### config.mk
export PLATFORM = sky130hd
export DESIGN_NAME = smi_mem_ctrl
export DESIGN_NICKNAME = d
export VERILOG_FILES = /design/src/smi_pkg.sv /design/src/smi_addr_mux.sv /design/src/smi_mem_ctrl.sv
export SDC_FILE = /design/constraint.sdc
export NUM_CORES = 1
export LEC_CHECK = 0
export BUFFER_PORTS_ARGS = -buffer_cell sky130_fd_sc_hd__buf_4
export CAP_MARGIN = 40
export CORE_MARGIN = 5
export CORE_UTILIZATION = 35
export DETAILED_ROUTE_END_ITERATION = 7
export PLACE_DENSITY = 0.68
export SLEW_MARGIN = 20
export SYNTH_ARGS = -nofsm -noshare
export SYNTH_HDL_FRONTEND = slang
export SYNTH_HIERARCHICAL = 1
export SYNTH_SLANG_ARGS = --single-unit
### constraint.sdc
create_clock -name clock_in -period 1.53 [get_ports clock_in]
set_input_delay 0.153 -clock clock_in [delete_from_list [all_inputs] [get_ports clock_in]]
set_output_delay 0.153 -clock clock_in [all_outputs]
set_load 0.02 [all_outputs]
### src/smi_pkg.sv
// Constants shared by the sample memory interface: widths, bank decode, strap codes, timing.
// Assumes a 100 MHz system clock; the cycle counts below are derived from that rate.
package smi_pkg;

  // Bus widths.
  localparam int unsigned ADDR_W   = 22;  // Word address lines, line 1 through line 22.
  localparam int unsigned DATA_W   = 16;
  localparam int unsigned MUX_W    = 12;  // Low lines that carry the multiplexed dynamic address.
  localparam int unsigned STROBE_N = 3;

  // Strobe 0 always holds the static sample ROM; strobes 1 and 2 hold the optional memories.
  localparam logic [1:0] BANK_HI_STROBE1 = 2'h2;  // Top two address bits selecting strobe 1.
  localparam logic [1:0] BANK_HI_STROBE2 = 2'h3;  // Top two address bits selecting strobe 2.
  localparam logic [2:0] STROBE_SEL0     = 3'h1;
  localparam logic [2:0] STROBE_SEL1     = 3'h2;
  localparam logic [2:0] STROBE_SEL2     = 3'h4;
  localparam logic [2:0] STROBE_OPTIONAL = 3'h6;  // Strobes used for refresh of dynamic parts.
  localparam logic [2:0] STROBE_IDLE_N   = 3'h7;

  // Memory kind strap and dynamic size strap codes.
  localparam logic       KIND_STATIC  = 1'h0;
  localparam logic       KIND_DYNAMIC = 1'h1;
  localparam logic [1:0] SIZE_64K     = 2'h0;
  localparam logic [1:0] SIZE_256K    = 2'h1;
  localparam logic [1:0] SIZE_1M      = 2'h2;
  localparam logic [1:0] SIZE_4M      = 2'h3;
  // Row and column width is this base plus the size code: 8, 9, 10 or 11 bits.
  localparam logic [3:0] MUX_BITS_BASE = 4'h8;

  // Timing: the strobe to data time that the attached parts need.
  localparam int unsigned CLK_PERIOD_NS = 10;
  localparam int unsigned ACCESS_NS     = 70;
  localparam int unsigned ACCESS_CYC    = (ACCESS_NS + CLK_PERIOD_NS - 1) / CLK_PERIOD_NS;
  localparam int unsigned WAIT_W        = 4;
  localparam logic [WAIT_W-1:0] ACCESS_LAST = WAIT_W'(ACCESS_CYC - 1);

  // Cycle sequencer, Gray coded along both the static and the dynamic path.
  typedef enum logic [2:0] {
    SMI_IDLE    = 3'h0,
    SMI_SETUP   = 3'h1,
    SMI_FIRST   = 3'h3,
    SMI_SECOND  = 3'h2,
    SMI_STROBE  = 3'h6,
    SMI_DATA    = 3'h7,
    SMI_RELEASE = 3'h5,
    SMI_END     = 3'h4
  } smi_state_t;

endpackage
### src/smi_addr_mux.sv
// Row and column split of a word address for dynamic memories of the four strap sizes.
// Purely combinational; the caller registers what it drives onto the pins.
`timescale 1ns/1ns
module smi_addr_mux
  import smi_pkg::*;
(
  // Address and size.
  input  wire logic [ADDR_W-1:0] word_addr_in,
  input  wire logic [1:0]        size_code_in,
  // Multiplexed halves.
  output logic      [MUX_W-1:0]  row_addr_out,
  output logic      [MUX_W-1:0]  col_addr_out
);

  logic [3:0]       mux_bits;
  logic [MUX_W-1:0] keep_mask;
  logic [ADDR_W-1:0] shifted;

  // Each size adds one row and one column bit.
  assign mux_bits = MUX_BITS_BASE + {2'h0, size_code_in};

  // Keep only the low bits that this size of part decodes.
  for (genvar i = 0; i < MUX_W; i++)
  begin : g_mask
    assign keep_mask[i] = (4'(i) < mux_bits);
  end

  // Column is the low half, row the next half up.
  assign shifted      = word_addr_in >> mux_bits;
  assign col_addr_out = word_addr_in[MUX_W-1:0] & keep_mask;
  assign row_addr_out = shifted[MUX_W-1:0] & keep_mask;

endmodule

### src/smi_mem_ctrl.sv
// Sample memory interface: runs one static or dynamic access per request on the memory pins.
// Assumes the synthesizer core raises requests synchronous to clock_in and waits for ready.
`timescale 1ns/1ns
module smi_mem_ctrl
  import smi_pkg::*;
(
  // Clock and reset.
  input  wire logic              clock_in,
  input  wire logic              sys_rst_in,
  // Configuration straps.
  input  wire logic              memory_kind_strap_in,
  input  wire logic [1:0]        dram_size_strap_in,
  // Access request from the synthesizer core.
  input  wire logic              req_valid_in,
  output logic                   req_ready_out,
  input  wire logic [ADDR_W-1:0] req_addr_in,
  input  wire logic              req_write_in,
  input  wire logic [1:0]        req_byte_en_in,
  input  wire logic [DATA_W-1:0] req_wdata_in,
  // Access completion.
  output logic                   rsp_valid_out,
  output logic      [DATA_W-1:0] rsp_rdata_out,
  // Memory pins.
  output logic      [ADDR_W-1:0] mem_addr_lines_out,
  input  wire logic [DATA_W-1:0] mem_data_lines_in,
  output logic      [DATA_W-1:0] mem_data_lines_out,
  output logic                   mem_data_lines_oe_out,
  output logic                   upper_byte_write_n_out,
  output logic                   lower_byte_write_n_out,
  output logic                   row_strobe_n_out,
  output logic      [STROBE_N-1:0] column_strobe_select_n_out
);

  smi_state_t          state_q;
  logic                kind_q;
  logic [1:0]          size_q;
  logic                dynamic_q;
  logic                write_q;
  logic [1:0]          byte_en_q;
  logic [ADDR_W-1:0]   addr_q;
  logic [STROBE_N-1:0] sel_q;
  logic [WAIT_W-1:0]   wait_q;
  logic [MUX_W-1:0]    row_addr;
  logic [MUX_W-1:0]    col_addr;
  logic [1:0]          bank_hi;
  logic [STROBE_N-1:0] req_sel;
  logic                req_dynamic;
  logic                accept;

  // Row and column split for the strapped part size.
  smi_addr_mux u_addr_mux (
    .word_addr_in (addr_q),
    .size_code_in (size_q),
    .row_addr_out (row_addr),
    .col_addr_out (col_addr)
  );

  // Straps are sampled while reset is held so a later wiggle cannot reshape the decode.
  // A strap changed in operation therefore has no effect until the next reset.
  always_ff @(posedge clock_in)
  begin
    if (sys_rst_in)
    begin
      kind_q <= memory_kind_strap_in;
      size_q <= dram_size_strap_in;
    end
  end

  // Bank decode: strobe 0 covers the low half of the space, strobes 1 and 2 a quarter each.
  assign bank_hi = req_addr_in[ADDR_W-1:ADDR_W-2];
  always_comb
  begin
    unique case (bank_hi)
      BANK_HI_STROBE1: req_sel = STROBE_SEL1;
      BANK_HI_STROBE2: req_sel = STROBE_SEL2;
      default:         req_sel = STROBE_SEL0;
    endcase
  end
  // Only the optional banks can be dynamic, and only when the kind strap says so.
  // Strobe 0 is never dynamic, so the sample ROM stays reachable whatever the straps say.
  assign req_dynamic = (kind_q == KIND_DYNAMIC) && (req_sel != STROBE_SEL0);

  // A new request is only taken between accesses; no queueing is offered.
  assign req_ready_out = (state_q == SMI_IDLE);
  assign accept        = req_valid_in && req_ready_out;

  // Request latch: holding these for the whole cycle keeps the pins steady.
  always_ff @(posedge clock_in)
  begin
    if (sys_rst_in)
    begin
      addr_q    <= '0;
      write_q   <= 1'b0;
      byte_en_q <= 2'h0;
      sel_q     <= STROBE_SEL0;
      dynamic_q <= 1'b0;
    end
    else if (accept)
    begin
      addr_q    <= req_addr_in;
      write_q   <= req_write_in;
      byte_en_q <= req_byte_en_in;
      sel_q     <= req_sel;
      dynamic_q <= req_dynamic;
    end
  end

  // Sequencer. Both paths visit every state so the pin timing is one table below.
  // Edge 1 after a take: static selects and refresh strobes fall; the dynamic row is driven.
  // Edge 2: the row strobe falls for refresh or to latch the row; the column is driven.
  // Edge 3: the selected dynamic column strobe falls.
  // Edges 4 to 10: data phase, paced by the access timer.
  // Edge 11: read data is sampled and the row strobe rises.
  // Edge 12: column strobes and write enables rise.
  // Edge 13: the data drivers turn off and the completion pulse is raised.
  // Write enables fall at edge 1 on both paths, with the static selects and ahead of the row and dynamic column strobes.
  // The fixed length wastes a few cycles on static parts, but one schedule is easier to check.
  always_ff @(posedge clock_in)
  begin
    if (sys_rst_in)
    begin
      state_q <= SMI_IDLE;
    end
    else
    begin
      unique case (state_q)
        SMI_IDLE:    if (accept) state_q <= SMI_SETUP;
        SMI_SETUP:   state_q <= SMI_FIRST;
        SMI_FIRST:   state_q <= SMI_SECOND;
        SMI_SECOND:  state_q <= SMI_STROBE;
        SMI_STROBE:  state_q <= SMI_DATA;
        SMI_DATA:    if (wait_q == ACCESS_LAST) state_q <= SMI_RELEASE;
        SMI_RELEASE: state_q <= SMI_END;
        SMI_END:     state_q <= SMI_IDLE;
      endcase
    end
  end

  // Access time counter, running only while data is awaited.
  // Clearing it outside the data phase means a reset mid-access leaves no stale count.
  always_ff @(posedge clock_in)
  begin
    if (sys_rst_in || state_q != SMI_DATA)
    begin
      wait_q <= '0;
    end
    else
    begin
      wait_q <= wait_q + 1'b1;
    end
  end

  // Address lines. Static: full address from setup to end. Dynamic: row, then column.
  // The column replaces the row on the edge where the row strobe falls, so parts that need
  // a row hold time above zero would need a slower schedule.
  always_ff @(posedge clock_in)
  begin
    if (sys_rst_in)
    begin
      mem_addr_lines_out <= '0;
    end
    else if (accept)
    begin
      mem_addr_lines_out <= req_addr_in;
    end
    else if (dynamic_q && state_q == SMI_SETUP)
    begin
      mem_addr_lines_out <= {{(ADDR_W-MUX_W){1'b0}}, row_addr};
    end
    else if (dynamic_q && state_q == SMI_FIRST)
    begin
      mem_addr_lines_out <= {{(ADDR_W-MUX_W){1'b0}}, col_addr};
    end
  end

  // Row strobe. Dynamic: low the cycle after the row address lands. Static with refresh:
  // low one cycle after the column strobes, and raised one cycle before them.
  // Holding the row address a full cycle before the strobe gives the parts their setup time.
  always_ff @(posedge clock_in)
  begin
    if (sys_rst_in)
    begin
      row_strobe_n_out <= 1'b1;
    end
    else if (dynamic_q && state_q == SMI_FIRST)
    begin
      row_strobe_n_out <= 1'b0;
    end
    else if (!dynamic_q && kind_q == KIND_DYNAMIC && state_q == SMI_FIRST)
    begin
      row_strobe_n_out <= 1'b0;
    end
    else if (state_q == SMI_DATA && wait_q == ACCESS_LAST)
    begin
      row_strobe_n_out <= 1'b1;
    end
  end

  // Column strobes. Static: chip select plus the refresh strobes one cycle after the address.
  // Dynamic: only the selected strobe, once the column address has settled.
  always_ff @(posedge clock_in)
  begin
    if (sys_rst_in)
    begin
      column_strobe_select_n_out <= STROBE_IDLE_N;
    end
    else if (!dynamic_q && state_q == SMI_SETUP)
    begin
      if (kind_q == KIND_DYNAMIC)
      begin
        column_strobe_select_n_out <= ~(sel_q | STROBE_OPTIONAL);
      end
      else
      begin
        column_strobe_select_n_out <= ~sel_q;
      end
    end
    else if (dynamic_q && state_q == SMI_SECOND)
    begin
      column_strobe_select_n_out <= ~sel_q;
    end
    else if (state_q == SMI_RELEASE)
    begin
      column_strobe_select_n_out <= STROBE_IDLE_N;
    end
  end

  // Byte write enables: set in setup, falling with the static selects and before any row or dynamic column strobe.
  // For dynamic parts this gives an early write, so the data pins never turn around mid-cycle.
  always_ff @(posedge clock_in)
  begin
    if (sys_rst_in || state_q == SMI_RELEASE)
    begin
      upper_byte_write_n_out <= 1'b1;
      lower_byte_write_n_out <= 1'b1;
    end
    else if (state_q == SMI_SETUP && write_q)
    begin
      upper_byte_write_n_out <= ~byte_en_q[1];
      lower_byte_write_n_out <= ~byte_en_q[0];
    end
  end

  // Write data is driven from setup through end; the pins float otherwise.
  // The bus turns around only after the strobes are idle, so no part fights the drivers.
  always_ff @(posedge clock_in)
  begin
    if (sys_rst_in)
    begin
      mem_data_lines_out    <= '0;
      mem_data_lines_oe_out <= 1'b0;
    end
    else if (accept)
    begin
      mem_data_lines_out    <= req_wdata_in;
      mem_data_lines_oe_out <= req_write_in;
    end
    else if (state_q == SMI_END)
    begin
      mem_data_lines_oe_out <= 1'b0;
    end
  end

  // Read data is sampled on the last access cycle, while the strobes of the access are still low.
  always_ff @(posedge clock_in)
  begin
    if (sys_rst_in)
    begin
      rsp_rdata_out <= '0;
    end
    else if (state_q == SMI_DATA && wait_q == ACCESS_LAST && !write_q)
    begin
      rsp_rdata_out <= mem_data_lines_in;
    end
  end

  // Completion pulse once all strobes are back high.
  // Registered, so the core sees it only after the memory pins are idle again.
  always_ff @(posedge clock_in)
  begin
    if (sys_rst_in)
    begin
      rsp_valid_out <= 1'b0;
    end
    else
    begin
      rsp_valid_out <= (state_q == SMI_END);
    end
  end

endmodule

### Yosys cells after proc, flatten, opt, wreduce, memory -nomap -nowiden

Cells that the tools add are included.

| word-level totals | value |
|---|---|
| output and inout port bits | 63 |
| flip-flop bits (word level) | 101 |

| cells by class | value |
|---|---|
| shifts and indexed selects | 1 |
| mux-type cells | 16 |
| equal/unequal tests | 14 |
| magnitude comparators | 12 |
| add/subtract/negate cells | 2 |
| reduce and logical (&&, ||, !) cells | 21 |
| bitwise logic cells | 6 |

Operators with widths:

| kind | number |
|---|---|
| 22-bit two-way mux | 3 |
| 12-bit bitwise AND | 2 |
| 3-bit one-hot mux with 8 select lines | 1 |
| 22-bit by 4-bit right shift with 12-bit output | 1 |
| 3-bit two-way mux | 6 |
| 3-bit by 4-bit less-than comparator with 1-bit output, first input constant | 4 |
| 4-bit less-than comparator, first input constant | 4 |
| 3-bit equality test, second input constant | 4 |
| 1-bit logical AND | 11 |
| 3-bit nonzero test | 3 |
| 1-bit by 4-bit less-than comparator with 1-bit output, first input constant | 2 |
| 2-bit by 4-bit less-than comparator with 1-bit output, first input constant | 2 |
| 3-bit by 2-bit equality test with 1-bit output, second input constant | 2 |
| 3-bit inverter | 2 |
| 3-bit one-hot mux with 2 select lines | 1 |
| 1-bit two-way mux | 5 |
| 4-bit by 1-bit adder with 4-bit output, second input constant | 1 |
| 4-bit by 2-bit adder with 4-bit output, first input constant | 1 |
| 2-bit equality test, second input constant | 2 |
| 4-bit by 3-bit equality test with 1-bit output, second input constant | 1 |
| 3-bit by 1-bit equality test with 1-bit output, second input constant | 1 |
| 3-bit logical NOT | 1 |
| 3-bit by 1-bit inequality test with 1-bit output, second input constant | 1 |
| 3-bit inequality test, second input constant | 1 |
| other kinds (7) | 10 |

### Longest topological paths before layout

| logic depth | value |
|---|---|
| depth after elaboration | 6 |
| depth in mapped cells | 7 |
| depth with buffers taken out | 6 |

### By module

Netlist, hierarchy kept.

Modules (own cells, without submodules):

| module | area each (µm²) | seq. area each (µm²) | instances | cells an instance |
|---|---|---|---|---|
| smi_mem_ctrl | 4042.6 | 2052.0 | 1 | 469 |
| smi_addr_mux | 386.6 | 0.0 | 1 | 32 |

### Worst setup path after synthesis

No wires, ideal clock.

| timing path | value |
|---|---|
| path type | flip-flop to flip-flop |
| start point | reg (tool-made name) |
| end point | reg addr_q[0] |
| setup time | 132 ps |
| arrival | 1652 ps |
| stages on the path, launching flop included | 6 |
| setup slack | -254 ps |
| clock period less this slack | 1784 ps |
| path buffers | 1 |
| cells stage by stage | dfxtp_1 nor3_1 nand2_1 clkbuf_1 nand2_1 a21oi_1 |

RTL lines:

| element | line | RTL |
|---|---|---|
| to (signal assigned) | smi_mem_ctrl.sv:100 | `addr_q <= req_addr_in;` |
| to (decl) | smi_mem_ctrl.sv:40 | `logic [ADDR_W-1:0] addr_q;` |

### Worst setup path after layout

| timing path | value |
|---|---|
| start point | reg size_q[1] |
| end point | reg mem_addr_lines_out[5] |

| between the ends | value |
|---|---|
| elaborated cells on any way between the ends | 8 |
| those cells by class | add/sub: 1; order compare: 1; shift: 1; mux: 3; bitwise: 2 |

RTL lines:

| element | line | RTL |
|---|---|---|
| from (decl) | smi_mem_ctrl.sv:36 | `logic [1:0] size_q;` |
| from (signal assigned) | smi_mem_ctrl.sv:65 | `size_q <= dram_size_strap_in;` |
| 4-bit by 2-bit adder with 4-bit output (*) | smi_addr_mux.sv:20 | `assign mux_bits = MUX_BITS_BASE + {2'h0, size_code_in};` |
| 22-bit by 4-bit right shift with 12-bit output or 3-bit by 4-bit less-than comparator with 1-bit output (tied branches) | smi_addr_mux.sv:29, smi_addr_mux.sv:25 |  |
| 12-bit bitwise AND (*) | smi_addr_mux.sv:31 | `assign row_addr_out = shifted[MUX_W-1:0] & keep_mask;` |
| named net row_addr[5] | smi_mem_ctrl.sv:43 | `logic [MUX_W-1:0] row_addr;` |
| 22-bit two-way mux (*) | smi_mem_ctrl.sv:166 | `else if (dynamic_q && state_q == SMI_SETUP)` |
| 22-bit two-way mux (*) | smi_mem_ctrl.sv:162 | `else if (accept)` |
| to (signal assigned) | smi_mem_ctrl.sv:164 | `mem_addr_lines_out <= req_addr_in;` |
| to (signal assigned) | smi_mem_ctrl.sv:168 | `mem_addr_lines_out <= {{(ADDR_W-MUX_W){1'b0}}, row_addr};` |
| to (signal assigned) | smi_mem_ctrl.sv:172 | `mem_addr_lines_out <= {{(ADDR_W-MUX_W){1'b0}}, col_addr};` |
| to (decl) | smi_mem_ctrl.sv:24 | `output logic [ADDR_W-1:0] mem_addr_lines_out,` |

The timed path passes the listed nets; every way through them passes the cells marked *. The select of a mux whose other input is x is not followed.
A chain may end at the register's enable or synchronous reset.

==> results_dict.tcl <==
set metrics [dict create \
    outcome "complete, but fails checks" \
    violations "negative setup slack" \
    drv_slew 0 \
    fin_nets 704 \
    die_x_um 122 \
    clock_skew_ns 0.00724 \
    power_mw 6.73 \
    rsz0062_at_grt "yes" \
    pwr-share-comb 0.237 \
    gp_congestion 0.817 \
    crit_path_start "size_q[1]$_DFFE_PP_" \
    clockPowerShare 0.321 \
    htree_levels 3 \
    grt_use_total 0.162 \
    timing.rr.start "size_q[1]$_DFFE_PP_" \
    cp_max_fo 5 \
    ir_drop_v 0.000522 \
    drive_above_1_share 0.371 \
    hold_class "input port to flip-flop" \
    ant_nets 0 \
    yosysTopAreaCell "dfxtp_1" \
    die_h_um 122 \
    antennaDiodeCount 0 \
    cts.reportedPaths.clkPinSlew_ns 0.07 \
    setup_ws_ns -0.0820 \
    p_sw_mw 2.01 \
    internal-power_mw 4.72 \
    switching_share 0.298 \
    crit_path_end_kind "flip-flop" \
    io_pins 126 \
    cellLeakagePower_nw 2.60 \
    slowest_stage "edfxtp_1" \
    relSlewSlack 0.621 \
    cap_violations 0 \
    grt_pass1_wl_um 19300 \
    cp_cell_sequence "buf_6 > buf_4 > mux4_2 > inv_1 > a311o_1 > a311oi_1" \
    worst_pin_slew_ns 0.569 \
    first_pass_iters 4 \
    period_share 1.05 \
    gr-total-overflow 0 \
    synth_edf_count 3 \
    clkSinkCount 101 \
    synthesis.instances 501 \
    use_met2 0.264 \
    use_met3 0.0562 \
    start_kind "flip-flop" \
    areaGrowthSynthToFinish_pct 42.6 \
    cts_tree "yes" \
    post-route-util 0.505 \
    synth.distinct_cells 50 \
    grt_use_met1 0.197 \
    start_util 0.354 \
    antenna_found_initial 0 \
    ys_warn_count 6 \
    worstHoldStart "mem_data_lines_in[4]" \
    ys_seq_area_frac 0.463 \
    die_area_um2 15000 \
    cts-root-buf "clkbuf_16" \
    cellPowerDensity_nw_per_um2 1070 \
    synth_top_area_share 0.443 \
    viasPerCell 5.02 \
    dp_hpwl_um 8730 \
    cp.arrival_ns 1.86 \
    hold_viol 0 \
    cts_buffer_depth 2 \
    drt_iter0_drc 292 \
    synth_seq_cells 101 \
    grt_max_degree 46 \
    holdWs_ns 0.0376 \
    path_class "flip-flop to flip-flop" \
    drc_errors 0 \
    max_freq_ghz 0.620 \
    synth_top_flop_cell "dfxtp_1" \
    syn_area_um2 4430 \
    rows 41 \
    io_buffers 125 \
    cp_slowest_stage_delay_ns 0.42 \
    vias 4096 \
    syn_area_per_cell_um2 8.84 \
    grt_pass1_vias 3930 \
    setup_viol 17 \
    post_drt_wl_per_cell_um 16.3 \
    period_minus_slack_ns 1.61 \
    insertion_delay_ns 0.35 \
    core_area_um2 12500 \
    cts_made_buffers 9 \
    netlist_top_cells_area "dfxtp_1 44%, nand2_1 8.6%, a21oi_1 8.0%" \
    seqPwrFrac 0.442 \
    synthArstFlopShare 0 \
    cp_data_required_time_ns 1.78 \
    wl_um 13300 \
    grt.busiest_layer "met2" \
]
## timing repair
action | CTS | global route
resized for setup | 17 | 38
endpoints found under the hold margin | 3 | 0
endpoints found under the setup margin | 60 | 58
buffers inserted | 5 | 7
pin swaps | 2 | 12
hold buffers | 3 | 0
cloned | 2 | 6
## sequential cells by signal, summed over array words and instances (netlist names), named ones only
name                        cells
upper_byte_write_n_out          1
kind_q                          1
size_q                          2
state_q                         1
mem_data_lines_oe_out           1
sel_q                           3
mem_addr_lines_out             22
rsp_rdata_out                  16
row_strobe_n_out                1
byte_en_q                       2
rsp_valid_out                   1
lower_byte_write_n_out          1
mem_data_lines_out             16
column_strobe_select_n_out      3
addr_q                         22
wait_q                          4
write_q                         1
dynamic_q                       1
## cell usage after synthesis (all sizes together) (2+ instances only)
master	number
and2	2
nand4b	2
nand2b	2
mux2i	19
or3b	3
clkbuf	22
buf	26
or2b	2
nand3b	2
nor2b	2
a311o	12
nand3	4
inv	17
nor3	2
nand2	102
or2	3
a21oi	72
o211ai	3
a311oi	12
nor2	51
edfxtp	3
and3	2
ha	2
mux4	8
dfxtp	98
o21ai	14
a221oi	2
## cell type report
cell class              instances  area (um^2)
clock buffers                  10          229
clock inverters                 6         47.5
fillers                      1191         6200
inverters                      17         63.8
multi-input cells             336         2160
flip-flops and latches        101         2060
well taps                     172          215
repair buffers                174         1540
## power groups by stage
stage          clock network [mW]  registers [mW]  logic (mW)
6_report                     2.16            2.97        1.60
5_1_grt                      2.31            3.00        1.72
2_1_floorplan                   0            3.12       0.685
4_1_cts                      2.21            2.97        1.39
3_5_place_dp                    0            3.03        1.32
3_3_place_gp                    0            3.02        1.29
## cell families (layout without fill, tap and decap cells)
group	count (synthesis)	count (layout)	synth area share
other cells	1	2	0.000847
xor+xnor	2	2	0.00396
buf+inv	65	207	0.0819
mux	28	28	0.0921
flops	101	101	0.463
compound gates	120	120	0.171
fa+ha+maj	2	2	0.00565
simple gates	182	182	0.181
## path summary, 6_finish.rpt
| check | to | slack (ns) | depth (start not counted) |
|---|---|---|---|
| setup / recovery | mem_addr_lines_out[5]$_SDFFE_PP0P_ | -0.08 | 6 |
| hold / removal | rsp_rdata_out[4]$_SDFFE_PP0P_ | 0.04 | 3 |
| setup reg to reg | mem_addr_lines_out[5]$_SDFFE_PP0P_ | -0.08 | 6 |
| hold reg to reg | byte_en_q[1]$_SDFFE_PP0N_ | 0.46 | 2 |
## critical path, delay by kind of cell, from the launching register on
kind                   cells  cell delay, ns
AOI/OAI and AO/OA          2            0.54
buffers and inverters      3            0.34
DFF                        1            0.42
muxes                      1            0.22
## cell usage in the layout, fill, tap and decap left out, drive strengths merged, types with 3 or more instances in the layout
master,synthesis,routed
a21oi,72,72
a311o,12,12
a311oi,12,12
buf,26,165
clkbuf,22,16
clkinv,0,4
dfxtp,98,98
dlygate4sd3,0,3
edfxtp,3,3
inv,17,19
mux2i,19,19
mux4,8,8
nand2,102,102
nand3,4,4
nor2,51,51
o211ai,3,3
o21ai,14,14
or2,3,3
or3b,3,3
## through the flow
stage	worst slack [ns]	cell area, um^2	TNS (ns)	std cells
detailed placement	-0.103	5580	-1.12	778
global placement	-0.0549	5580	-0.409	778
floorplan	-0.0336	4450	-0.338	502
CTS	-0.0814	6030	-0.929	804
finish	-0.0820	6320	-0.629	816
global route	-0.156	6320	-3.57	816
## metal layers
layer	vias to the layer above	share of wire
li1	1997	-
met1	1960	0.42
met2	122	0.48
met3	17	0.074
met4	0	0.021
met5	-	0
No activity file was read; power rests on OpenSTA's default activity.
